`src/core/orw_defs.vh`:
```
// Constants for the option, reset and watchdog control block
`ifndef ORW_DEFS_VH
`define ORW_DEFS_VH

// Register indices; the APB byte address is four times the index
`define ORW_IDX_WDCLR 12'h7F0
`define ORW_IDX_OPT 12'h7F1
`define ORW_IDX_TSC 12'h7F2
`define ORW_IDX_IST 12'h7F3
`define ORW_IDX_IMSK 12'h7F4
`define ORW_IDX_RCAUSE 12'h7F5
`define ORW_AW 14

// Option register fields
`define ORW_OPT_WDEN 0
`define ORW_OPT_SENS 1
`define ORW_OPT_PAIE 2
`define ORW_OPT_PDINH 3
`define ORW_OPT_S2W 4
`define ORW_OPT_INTERNAL_OSC_RESISTOR 5
`define ORW_OPT_SEC 6
`define ORW_OPT_SHORT 7

// Watchdog clear register: the clear bit and the value that clears
`define ORW_WDCLR_BIT 0
`define ORW_WDCLR_VAL 1'h0

// Timer status and control: rate select fields
`define ORW_TSC_RATE_LO 0
`define ORW_TSC_RATE_HI 1
`define ORW_TSC_RST 2'h0

// Interrupt status and mask layout
`define ORW_IW 5
`define ORW_IST_SWI 0
`define ORW_IST_EXT 1
`define ORW_IST_PORTA 2
`define ORW_IST_TOV 3
`define ORW_IST_RTI 4
`define ORW_IST_RST 5'h00

// Reset cause layout; power-on is recorded by the asynchronous reset
`define ORW_RC_POR 0
`define ORW_RC_PIN 1
`define ORW_RC_WDOG 2
`define ORW_RC_ILL 3
`define ORW_RC_RST 4'h1

// Oscillator stabilisation, in bus cycles
`define ORW_STAB_W 12
`define ORW_STAB_LONG 12'hFE0
`define ORW_STAB_SHORT 12'h080
`define ORW_STAB_ONE 12'h001

// Watchdog: timeout after 2**(base + rate) cycles
`define ORW_WDOG_BASE 13

// Mode states
`define ORW_ST_STAB 2'h0
`define ORW_ST_RUN 2'h1
`define ORW_ST_WAIT 2'h2
`define ORW_ST_STOP 2'h3

`endif

```
`src/core/orw_ctrl.v`:
```
// Reset, interrupt, watchdog and option control with APB registers
//
// The implementer's own choice: the APB register port.
`timescale 1ns/1ps
`default_nettype none
`include "orw_defs.vh"

// Summary of operation
// - Reset on power-on, pin, watchdog, illegal address
// - No internal low-voltage reset source
// - Five interrupt sources raise interrupts
// - Port A interrupt needs option bit 2
// - Option bit 1 selects external sensitivity
// - Watchdog runs only if option bit 0 set
// - Writing 0 to clear bit 0 restarts watchdog
// - Rate select bits pick watchdog timeout
// - Option bit order from delay down to enable
// - Pulldown inhibit bit disables pin pulldowns
// - Stop-to-wait turns stop into wait
// - Stabilise 4064 cycles, or 128 when short
// - Memory security refuses external array access
// - Oscillator resistor bit switches feedback resistor
// - Sensitivity is edge-and-level or edge only
module orw_ctrl #(
	parameter WDOG_BASE = `ORW_WDOG_BASE,
	parameter [`ORW_STAB_W-1:0] STAB_LONG = `ORW_STAB_LONG,
	parameter [`ORW_STAB_W-1:0] STAB_SHORT = `ORW_STAB_SHORT
)(
	input wire pclk,
	input wire presetn,
	input wire psel,
	input wire penable,
	input wire pwrite,
	input wire [`ORW_AW-1:0] paddr,
	input wire [31:0] pwdata,
	output wire [31:0] prdata,
	output wire pready,
	output wire pslverr,
	output wire irq,
	input wire rst_pin_n,
	input wire irq_pin_n,
	input wire [3:0] port_a_low_pins,
	input wire swi_req,
	input wire timer_ovf,
	input wire rti_tick,
	input wire illegal_addr,
	input wire stop_req,
	input wire [7:0] option_nv,
	input wire ext_mem_req,
	output wire ext_mem_grant,
	output wire ext_mem_deny,
	output wire sys_rst_n,
	output wire cpu_run,
	output wire clk_run,
	output wire wait_mode,
	output wire stop_mode,
	output wire pulldown_en,
	output wire osc_res_en
);
	// Address match against a register index
	function hit;
		input [`ORW_AW-1:0] a;
		input [11:0] idx;
		begin
			hit = (a[`ORW_AW-1:2] == idx);
		end
	endfunction

	// Stabilisation length chosen by the short delay field
	function [`ORW_STAB_W-1:0] stab_len;
		input short;
		begin
			stab_len = short ? (STAB_SHORT - `ORW_STAB_ONE) : (STAB_LONG - `ORW_STAB_ONE);
		end
	endfunction

	// Pin synchronisers: reset pin, interrupt pin, four port A pins
	reg [5:0] sync1_ff;
	reg [5:0] sync2_ff;
	reg [5:0] prev_ff;

	// Option register and mode state
	reg [7:0] option_register_ff;
	reg opt_loaded_ff;
	reg [1:0] state_ff;
	reg [1:0] nxt_state;
	reg [`ORW_STAB_W-1:0] stab_ff;
	reg [`ORW_STAB_W-1:0] nxt_stab;
	reg from_rst_ff;
	reg nxt_from_rst;

	// Software visible registers
	reg [1:0] tsc_ff;
	reg [1:0] nxt_tsc;
	reg [`ORW_IW-1:0] ist_ff;
	reg [`ORW_IW-1:0] nxt_ist;
	reg [`ORW_IW-1:0] imsk_ff;
	reg [`ORW_IW-1:0] nxt_imsk;
	reg [3:0] rcause_ff;
	reg [3:0] nxt_rcause;

	// Bus answer and outputs
	reg [31:0] prdata_ff;
	reg pready_ff;
	reg pslverr_ff;
	reg irq_ff;
	reg grant_ff;
	reg deny_ff;
	reg sys_rst_n_ff;
	reg cpu_run_ff;
	reg clk_run_ff;
	reg wait_ff;
	reg stop_ff;
	reg pulldown_en_ff;
	reg osc_res_en_ff;

	wire pin_rst_w;
	wire irq_low_w;
	wire irq_fall_w;
	wire [3:0] pa_w;
	wire acc_w;
	wire done_w;
	wire wr_w;
	wire rd_w;
	wire mapped_w;
	wire wd_clr_w;
	wire wd_en_w;
	wire wd_to_w;
	wire rst_req_w;
	wire wake_w;
	wire [`ORW_IW-1:0] ev_w;
	reg [31:0] rdata;

	// Two flops per pin plus prev_ff; logic reads the second stage and prev_ff
	always @(posedge pclk or negedge presetn)
	begin
		if (!presetn)
		begin
			sync1_ff <= 6'h30; // Idle levels: reset and irq pins high, port A low
			sync2_ff <= 6'h30;
			prev_ff <= 6'h30;
		end
		else
		begin
			sync1_ff <= {rst_pin_n, irq_pin_n, port_a_low_pins};
			sync2_ff <= sync1_ff;
			prev_ff <= sync2_ff;
		end
	end

	assign pin_rst_w = ~sync2_ff[5];
	assign irq_low_w = ~sync2_ff[4];
	assign irq_fall_w = prev_ff[4] & ~sync2_ff[4];
	assign pa_w = sync2_ff[3:0];

	// Power-on comes from presetn itself; no supply monitor here
	assign rst_req_w = pin_rst_w | wd_to_w | illegal_addr;

	// Option contents captured once after release, never written
	always @(posedge pclk or negedge presetn)
	begin
		if (!presetn)
		begin
			option_register_ff <= 8'h00;
			opt_loaded_ff <= 1'b0;
		end
		else if (!opt_loaded_ff)
		begin
			option_register_ff <= option_nv;
			opt_loaded_ff <= 1'b1;
		end
	end

	// APB: one wait state, answer registered in the first access cycle
	assign acc_w = psel & penable;
	assign done_w = acc_w & pready_ff;
	assign wr_w = done_w & pwrite;
	assign rd_w = done_w & ~pwrite;
	assign mapped_w = hit(paddr, `ORW_IDX_WDCLR) | hit(paddr, `ORW_IDX_OPT) |
		hit(paddr, `ORW_IDX_TSC) | hit(paddr, `ORW_IDX_IST) |
		hit(paddr, `ORW_IDX_IMSK) | hit(paddr, `ORW_IDX_RCAUSE);

	// Read mux; the clear register is write-only and reads zero
	always @*
	begin
		rdata = 32'h00000000;
		if (hit(paddr, `ORW_IDX_OPT))
			rdata[7:0] = option_register_ff;
		else if (hit(paddr, `ORW_IDX_TSC))
			rdata[1:0] = tsc_ff;
		else if (hit(paddr, `ORW_IDX_IST))
			rdata[`ORW_IW-1:0] = ist_ff;
		else if (hit(paddr, `ORW_IDX_IMSK))
			rdata[`ORW_IW-1:0] = imsk_ff;
		else if (hit(paddr, `ORW_IDX_RCAUSE))
			rdata[3:0] = rcause_ff;
	end

	always @(posedge pclk or negedge presetn)
	begin
		if (!presetn)
		begin
			pready_ff <= 1'b0;
			pslverr_ff <= 1'b0;
			prdata_ff <= 32'h00000000;
		end
		else if (acc_w && !pready_ff)
		begin
			pready_ff <= 1'b1;
			pslverr_ff <= ~mapped_w;
			prdata_ff <= pwrite ? 32'h00000000 : rdata;
		end
		else
		begin
			pready_ff <= 1'b0;
			pslverr_ff <= 1'b0;
		end
	end

	// Watchdog restart by writing zero to the clear bit
	assign wd_clr_w = (wr_w & hit(paddr, `ORW_IDX_WDCLR) &
		(pwdata[`ORW_WDCLR_BIT] == `ORW_WDCLR_VAL)) | rst_req_w;
	// Counts only when enabled by option and the core is clocked
	assign wd_en_w = opt_loaded_ff & option_register_ff[`ORW_OPT_WDEN] &
		(state_ff == `ORW_ST_RUN || state_ff == `ORW_ST_WAIT);

	orw_wdog #(
		.BASE(WDOG_BASE)
	) u_wdog (
		.pclk(pclk),
		.presetn(presetn),
		.en(wd_en_w),
		.clr(wd_clr_w),
		.rate(tsc_ff),
		.timeout(wd_to_w)
	);

	// Interrupt events; external sensitivity from option bit 1
	// Edge always counts; level adds held-low assertion
	assign ev_w[`ORW_IST_SWI] = swi_req;
	assign ev_w[`ORW_IST_EXT] = irq_fall_w | (option_register_ff[`ORW_OPT_SENS] & irq_low_w);
	assign ev_w[`ORW_IST_PORTA] = option_register_ff[`ORW_OPT_PAIE] & (|pa_w);
	assign ev_w[`ORW_IST_TOV] = timer_ovf;
	assign ev_w[`ORW_IST_RTI] = rti_tick;

	// Software registers; a new event wins over a read clear
	always @*
	begin
		nxt_tsc = tsc_ff;
		nxt_imsk = imsk_ff;
		nxt_ist = ist_ff;
		nxt_rcause = rcause_ff;
		// Clear only what the read reported, so a bit set after the capture is kept
		if (rd_w && hit(paddr, `ORW_IDX_IST))
			nxt_ist = ist_ff & ~prdata_ff[`ORW_IW-1:0];
		if (rd_w && hit(paddr, `ORW_IDX_RCAUSE))
			nxt_rcause = rcause_ff & ~prdata_ff[3:0];
		if (wr_w && hit(paddr, `ORW_IDX_TSC))
			nxt_tsc = {pwdata[`ORW_TSC_RATE_HI], pwdata[`ORW_TSC_RATE_LO]};
		if (wr_w && hit(paddr, `ORW_IDX_IMSK))
			nxt_imsk = pwdata[`ORW_IW-1:0];
		// Internal reset returns control state to its reset values
		if (rst_req_w)
		begin
			nxt_tsc = `ORW_TSC_RST;
			nxt_imsk = `ORW_IST_RST;
			nxt_ist = `ORW_IST_RST;
		end
		else
			nxt_ist = nxt_ist | ev_w;
		nxt_rcause[`ORW_RC_PIN] = nxt_rcause[`ORW_RC_PIN] | pin_rst_w;
		nxt_rcause[`ORW_RC_WDOG] = nxt_rcause[`ORW_RC_WDOG] | wd_to_w;
		nxt_rcause[`ORW_RC_ILL] = nxt_rcause[`ORW_RC_ILL] | illegal_addr;
	end

	always @(posedge pclk or negedge presetn)
	begin
		if (!presetn)
		begin
			tsc_ff <= `ORW_TSC_RST;
			imsk_ff <= `ORW_IST_RST;
			ist_ff <= `ORW_IST_RST;
			rcause_ff <= `ORW_RC_RST;
			irq_ff <= 1'b0;
		end
		else
		begin
			tsc_ff <= nxt_tsc;
			imsk_ff <= nxt_imsk;
			ist_ff <= nxt_ist;
			rcause_ff <= nxt_rcause;
			irq_ff <= |(nxt_ist & nxt_imsk);
		end
	end

	// Any unmasked pending interrupt ends wait or stop
	assign wake_w = |(ist_ff & imsk_ff);

	// Mode machine: stabilise, run, wait, stop
	always @*
	begin
		nxt_state = state_ff;
		nxt_stab = stab_ff;
		nxt_from_rst = from_rst_ff;
		if (!opt_loaded_ff)
		begin
			// Length not known until the option byte arrives
			nxt_stab = stab_len(option_nv[`ORW_OPT_SHORT]);
		end
		else if (rst_req_w)
		begin
			nxt_state = `ORW_ST_STAB;
			nxt_stab = stab_len(option_register_ff[`ORW_OPT_SHORT]);
			nxt_from_rst = 1'b1;
		end
		else
		begin
			case (state_ff)
				`ORW_ST_STAB:
				begin
					if (stab_ff == {`ORW_STAB_W{1'b0}})
					begin
						nxt_state = `ORW_ST_RUN;
						nxt_from_rst = 1'b0;
					end
					else
						nxt_stab = stab_ff - `ORW_STAB_ONE;
				end
				`ORW_ST_RUN:
				begin
					if (stop_req && option_register_ff[`ORW_OPT_S2W])
						nxt_state = `ORW_ST_WAIT;
					else if (stop_req)
						nxt_state = `ORW_ST_STOP;
				end
				`ORW_ST_WAIT:
				begin
					if (wake_w)
						nxt_state = `ORW_ST_RUN;
				end
				`ORW_ST_STOP:
				begin
					// Oscillator restarts, so stabilise again
					if (wake_w)
					begin
						nxt_state = `ORW_ST_STAB;
						nxt_stab = stab_len(option_register_ff[`ORW_OPT_SHORT]);
					end
				end
				default:
				begin
					nxt_state = `ORW_ST_STAB;
					nxt_stab = stab_len(option_register_ff[`ORW_OPT_SHORT]);
					nxt_from_rst = 1'b1;
				end
			endcase
		end
	end

	always @(posedge pclk or negedge presetn)
	begin
		if (!presetn)
		begin
			state_ff <= `ORW_ST_STAB;
			stab_ff <= `ORW_STAB_LONG;
			from_rst_ff <= 1'b1;
			sys_rst_n_ff <= 1'b0;
			cpu_run_ff <= 1'b0;
			clk_run_ff <= 1'b1;
			wait_ff <= 1'b0;
			stop_ff <= 1'b0;
		end
		else
		begin
			state_ff <= nxt_state;
			stab_ff <= nxt_stab;
			from_rst_ff <= nxt_from_rst;
			sys_rst_n_ff <= ~nxt_from_rst;
			cpu_run_ff <= (nxt_state == `ORW_ST_RUN);
			clk_run_ff <= (nxt_state != `ORW_ST_STOP);
			wait_ff <= (nxt_state == `ORW_ST_WAIT);
			stop_ff <= (nxt_state == `ORW_ST_STOP);
		end
	end

	// Option driven controls; until loaded, access is refused
	always @(posedge pclk or negedge presetn)
	begin
		if (!presetn)
		begin
			grant_ff <= 1'b0;
			deny_ff <= 1'b0;
			pulldown_en_ff <= 1'b0;
			osc_res_en_ff <= 1'b0;
		end
		else
		begin
			grant_ff <= ext_mem_req & opt_loaded_ff & ~option_register_ff[`ORW_OPT_SEC];
			deny_ff <= ext_mem_req & ~(opt_loaded_ff & ~option_register_ff[`ORW_OPT_SEC]);
			pulldown_en_ff <= opt_loaded_ff & ~option_register_ff[`ORW_OPT_PDINH];
			osc_res_en_ff <= opt_loaded_ff & option_register_ff[`ORW_OPT_INTERNAL_OSC_RESISTOR];
		end
	end

	// Every output straight from a flop
	assign prdata = prdata_ff;
	assign pready = pready_ff;
	assign pslverr = pslverr_ff;
	assign irq = irq_ff;
	assign ext_mem_grant = grant_ff;
	assign ext_mem_deny = deny_ff;
	assign sys_rst_n = sys_rst_n_ff;
	assign cpu_run = cpu_run_ff;
	assign clk_run = clk_run_ff;
	assign wait_mode = wait_ff;
	assign stop_mode = stop_ff;
	assign pulldown_en = pulldown_en_ff;
	assign osc_res_en = osc_res_en_ff;
endmodule // orw_ctrl

`default_nettype wire

```
`src/core/orw_wdog.v`:
```
// Watchdog counter with selectable timeout period
`timescale 1ns/1ps
`default_nettype none

module orw_wdog #(
	parameter BASE = 13,
	parameter CW = BASE + 4
)(
	input wire pclk,
	input wire presetn,
	input wire en,
	input wire clr,
	input wire [1:0] rate,
	output wire timeout
);
	wire [CW-1:0] one_w;
	wire [CW-1:0] limit_w;
	reg [CW-1:0] cnt_ff;
	reg to_ff;

	// Terminal count doubles with each rate step
	assign one_w = {{(CW-1){1'b0}}, 1'b1};
	assign limit_w = (one_w << (BASE + rate)) - one_w;
	assign timeout = to_ff;

	// Clear has priority so a restart in the last cycle avoids the timeout
	always @(posedge pclk or negedge presetn)
	begin
		if (!presetn)
		begin
			cnt_ff <= {CW{1'b0}};
			to_ff <= 1'b0;
		end
		else if (clr)
		begin
			cnt_ff <= {CW{1'b0}};
			to_ff <= 1'b0;
		end
		else if (en && cnt_ff == limit_w)
		begin
			cnt_ff <= {CW{1'b0}};
			to_ff <= 1'b1;
		end
		else if (en)
		begin
			cnt_ff <= cnt_ff + one_w;
			to_ff <= 1'b0;
		end
		else
		begin
			to_ff <= 1'b0;
		end
	end
endmodule // orw_wdog

`default_nettype wire

```
`config.mk`:
```
export PLATFORM = sky130hd
export DESIGN_NAME = orw_ctrl
export DESIGN_NICKNAME = d
export VERILOG_FILES = /design/src/core/orw_ctrl.v /design/src/core/orw_wdog.v
export VERILOG_INCLUDE_DIRS = /design/src /design/src/core
export SDC_FILE = /design/constraint.sdc
export NUM_CORES = 1
export LEC_CHECK = 0
export ABC_CLOCK_PERIOD_IN_PS = 3600
export CAP_MARGIN = 25
export CORE_MARGIN = 2
export CORE_UTILIZATION = 44
export CTS_BUF_LIST = sky130_fd_sc_hd__clkbuf_16
export DETAILED_ROUTE_END_ITERATION = 8
export DONT_BUFFER_PORTS = 1
export MAX_ROUTING_LAYER = met4
export SETUP_SLACK_MARGIN = 0.1
export SKIP_CTS_REPAIR_TIMING = 1
export SLEW_MARGIN = 10
export SYNTH_ARGS = -nofsm -noshare
export SYNTH_HDL_FRONTEND = slang
export SYNTH_HIERARCHICAL = 1
export SYNTH_SLANG_ARGS = --single-unit
```
`constraint.sdc`:
```
create_clock -name pclk -period 3.6 [get_ports pclk]
set_input_delay 0.72 -clock pclk [delete_from_list [all_inputs] [get_ports pclk]]
set_output_delay 0.72 -clock pclk [all_outputs]
set_load 0.01 [all_outputs]
```
==> flow_summary_export.csv <==
group,metric,value,unit
synth,synth_cell_type_count,63,
floorplanning,fp.dieArea,11500,um2
floorplanning,initial_core_util,0.454,
run_status,status,"complete, no violations",
power,p_leak,2.16,nW
floorplanning,ios,115,
sta,slew_violations,0,
synth,synth.top_cell.area_share,0.406,
sta,max_slew_margin,0.490,
sta,timing.hold.ws,0.0695,ns
synth,synth_common_cells,"dfrtp_1, nand2_1, o21ai_0",
synth,synthCells,479,
sta,rsz0062_at_grt,"no",
setup_path,r2r_start,"state_ff[0]$_DFF_PN0_",
synth,synth-seq-cells,91,
place,place_ws,0.700,ns
sta,fin_crit_sh,0.810,
sta,setup_ws,0.684,ns
floorplanning,core-area,10300,um2
global_route,grt_first_pass_wirelength,16.5,mm
layout,post_route_cells_drive_above_1_share,0.125,
floorplanning,die_w,107,um
synth,yosys_warnings,6,
sta,setup_tns,0,ns
sta,setup_viol,0,
synth,syn-cell-area,4680,um2
power,comb_power_share,0.045,
power,power_density,439,nW/um2
sta,hold_viol_final,0,
clock_tree,clk_path_buf_depth,2,
layout,fill_cells,937,
sta,fmax,343,MHz
detailed_routing,drtIter0Drc,235,
power,ir_drop,0.198,mV
clock_tree,clock-sinks,91,
detailed_routing,dr.pass1.iters,4,
synth,synth-main-ff-cell,"dfrtp_1",
layout,multi_input_area,2160,um2
place,gp_congestion,0.825,
clock_tree,insertion_delay,0.34,ns
setup_path,r2r_setup_slack,0.68,ns
setup_path,worst-path-max-fanout,22,
synth,async_reset_ff_frac,1.00,
detailed_routing,via_per_inst,5.60,
place,dp_hpwl,6.98,mm
clock_tree,htree_levels,3,
setup_path,crit_arrival,3.18,ns
setup_path,reg2reg_depth,8,
synth,ys_seq_area_frac,0.490,
setup_path,critical_path_required,3.86,ns
floorplanning,rows,37,
layout,seq_area,2300,um2
detailed_routing,drt-total-wl,10.1,mm
layout,synthToLayoutAreaGrowth,7.80,%
detailed_routing,routedWlPerCell,16.5,um
synth,synth.area.top_cells,"dfrtp_1, dfstp_2, nand2_1",
clock_tree,cts_tree,"done",
clock_tree,path_clk_slew,0.07,ns
global_route,grt_pass1_vias,3244,
power,p_seq_frac,0.494,
setup_path,cp-start-kind,"flop",
synth,yosys.area.top_type,"dfrtp_1",
power,switching_power,0.499,mW
power,swShare,0.225,
detailed_routing,vias,3442,
place,io_buffers,0,
detailed_routing,drc,0,
global_route,grt_usage,0.189,
floorplanning,fp.dieH,107,um
global_route,antenna_found_initial,0,
layout,finish.net_count,554,
clock_tree,numCtsBuffers,9,
sta,worstMarginPinSlew,0.765,ns
sta,fin_worst_skew,0.0109,ns
synth,syn_avg_cell_area,9.77,um2
setup_path,end_kind,"flop",
min_path,hold_class,"in2async",
global_route,grt_max_degree,92,
synth,synth_edf_count,0,
power,intPower,1.72,mW
detailed_routing,ant_nets,0,
global_route,grt_overflow,0,
synth,post-synth-top-count-cell,"dfrtp_1",
power,clock_power_share,0.462,
sta,fin_crit,2.92,ns
setup_path,path_class,"reg2reg",
layout,diodes,0,
setup_path,r2r_end,"u_wdog/cnt_ff[14]$_DFFE_PN0P_",
setup_path,crit_start,"state_ff[0]$_DFF_PN0_",
clock_tree,cts_root_buffer,"clkbuf_16",
run,maxCapViolations,0,
flip-flops by register name, summed over array words and instances (netlist names), 2 cells and up, named ones only:
name                flops
imsk_ff                 5
ist_ff                  5
option_register_ff      8
prdata                  8
rcause_ff               4
stab_ff                12
sync1_ff                6
sync2_ff                6
tsc_ff                  2
u_wdog/cnt_ff          17
cells in the final DEF (no fill, tap or decap), types with 7 or more instances in the layout:
cell type,synthesis,routed
a21oi_1,26,26
a31oi_1,17,17
and2_1,8,8
and3_1,9,9
clkbuf_16,0,9
conb_1,2,25
dfrtp_1,76,76
dfstp_2,15,15
ha_1,9,9
inv_1,18,18
mux2_2,9,9
mux2i_1,11,11
nand2_1,51,51
nand2b_1,7,7
nand3_1,20,20
nand4_1,7,7
nor2_1,25,25
nor2b_1,9,9
nor3_1,9,9
o21ai_0,27,27
per-layer routing:
metal | wire length (um) | track usage | vias up
li1 | - | - | 1665
met1 | 4580 | 0.242 | 1675
met2 | 4940 | 0.297 | 91
met3 | 505 | 0.0401 | 11
met4 | 106 | 0.0668 | 0
met5 | 0 | - | -
stage by stage:
| step | instances | total power [mW] | cell area [um2] | utilization |
|---|---|---|---|---|
| 6_report | 615 | 2.22 | 5050 | 0.489 |
| 5_1_grt | 615 | 2.30 | 5050 | 0.489 |
| 4_1_cts | 615 | 2.24 | 5050 | 0.489 |
| 3_5_place_dp | 599 | 1.21 | 4720 | 0.458 |
| 3_3_place_gp | 599 | 1.21 | 4720 | 0.458 |
| 2_1_floorplan | 502 | 1.21 | 4770 | - |
worst max path at each step:
stage	endpoint	depth (start not counted)
floorplan	u_wdog/cnt_ff[5]$_DFFE_PN0P_	10
global placement	u_wdog/cnt_ff[9]$_DFFE_PN0P_	8
detailed placement	u_wdog/cnt_ff[9]$_DFFE_PN0P_	8
CTS	u_wdog/cnt_ff[9]$_DFFE_PN0P_	8
global route	u_wdog/cnt_ff[9]$_DFFE_PN0P_	8
finish	u_wdog/cnt_ff[14]$_DFFE_PN0P_	8
power by group through the flow:
| stage | sequential (mW) | combinational (mW) | clock (mW) |
|---|---|---|---|
| after floorplan | 1.10 | 0.107 | 0 |
| after global placement | 1.11 | 0.0960 | 0 |
| after detailed placement | 1.11 | 0.0979 | 0 |
| after CTS | 1.09 | 0.0984 | 1.05 |
| after global routing | 1.10 | 0.112 | 1.09 |
| final | 1.09 | 0.0987 | 1.02 |
area by class of cell:
class / count / area share
sequential: 91 / 0.455
inverter: 18 / 0.0134
multi-input combinational: 350 / 0.428
tap: 136 / 0.0337
clock inverter: 7 / 0.0196
timing repair buffer: 4 / 0.00595
clock buffer: 9 / 0.0446
cell families after synthesis:
logic type                 count (synthesis)  share of synthesized area
adders and majority gates                  9                     0.0241
DFF                                       91                      0.490
muxes                                     20                     0.0452
and+or+nand+nor                          180                      0.206
xor gates and xnor gates                   2                    0.00374
other                                      2                    0.00160
buffers and inverters                     61                     0.0695
AOI/OAI and AO/OA                        114                      0.159
critical path, stage by stage, from the launching register on:
cell and delay [ns]:
dfrtp_1 0.40, inv_1 0.17, ha_1 0.28, and3_1 0.16, inv_1 0.28, or3_1 0.21
a2111o_1 0.55, or4b_2 0.64, a21oi_1 0.13
Power figures use the tool's default switching activity.
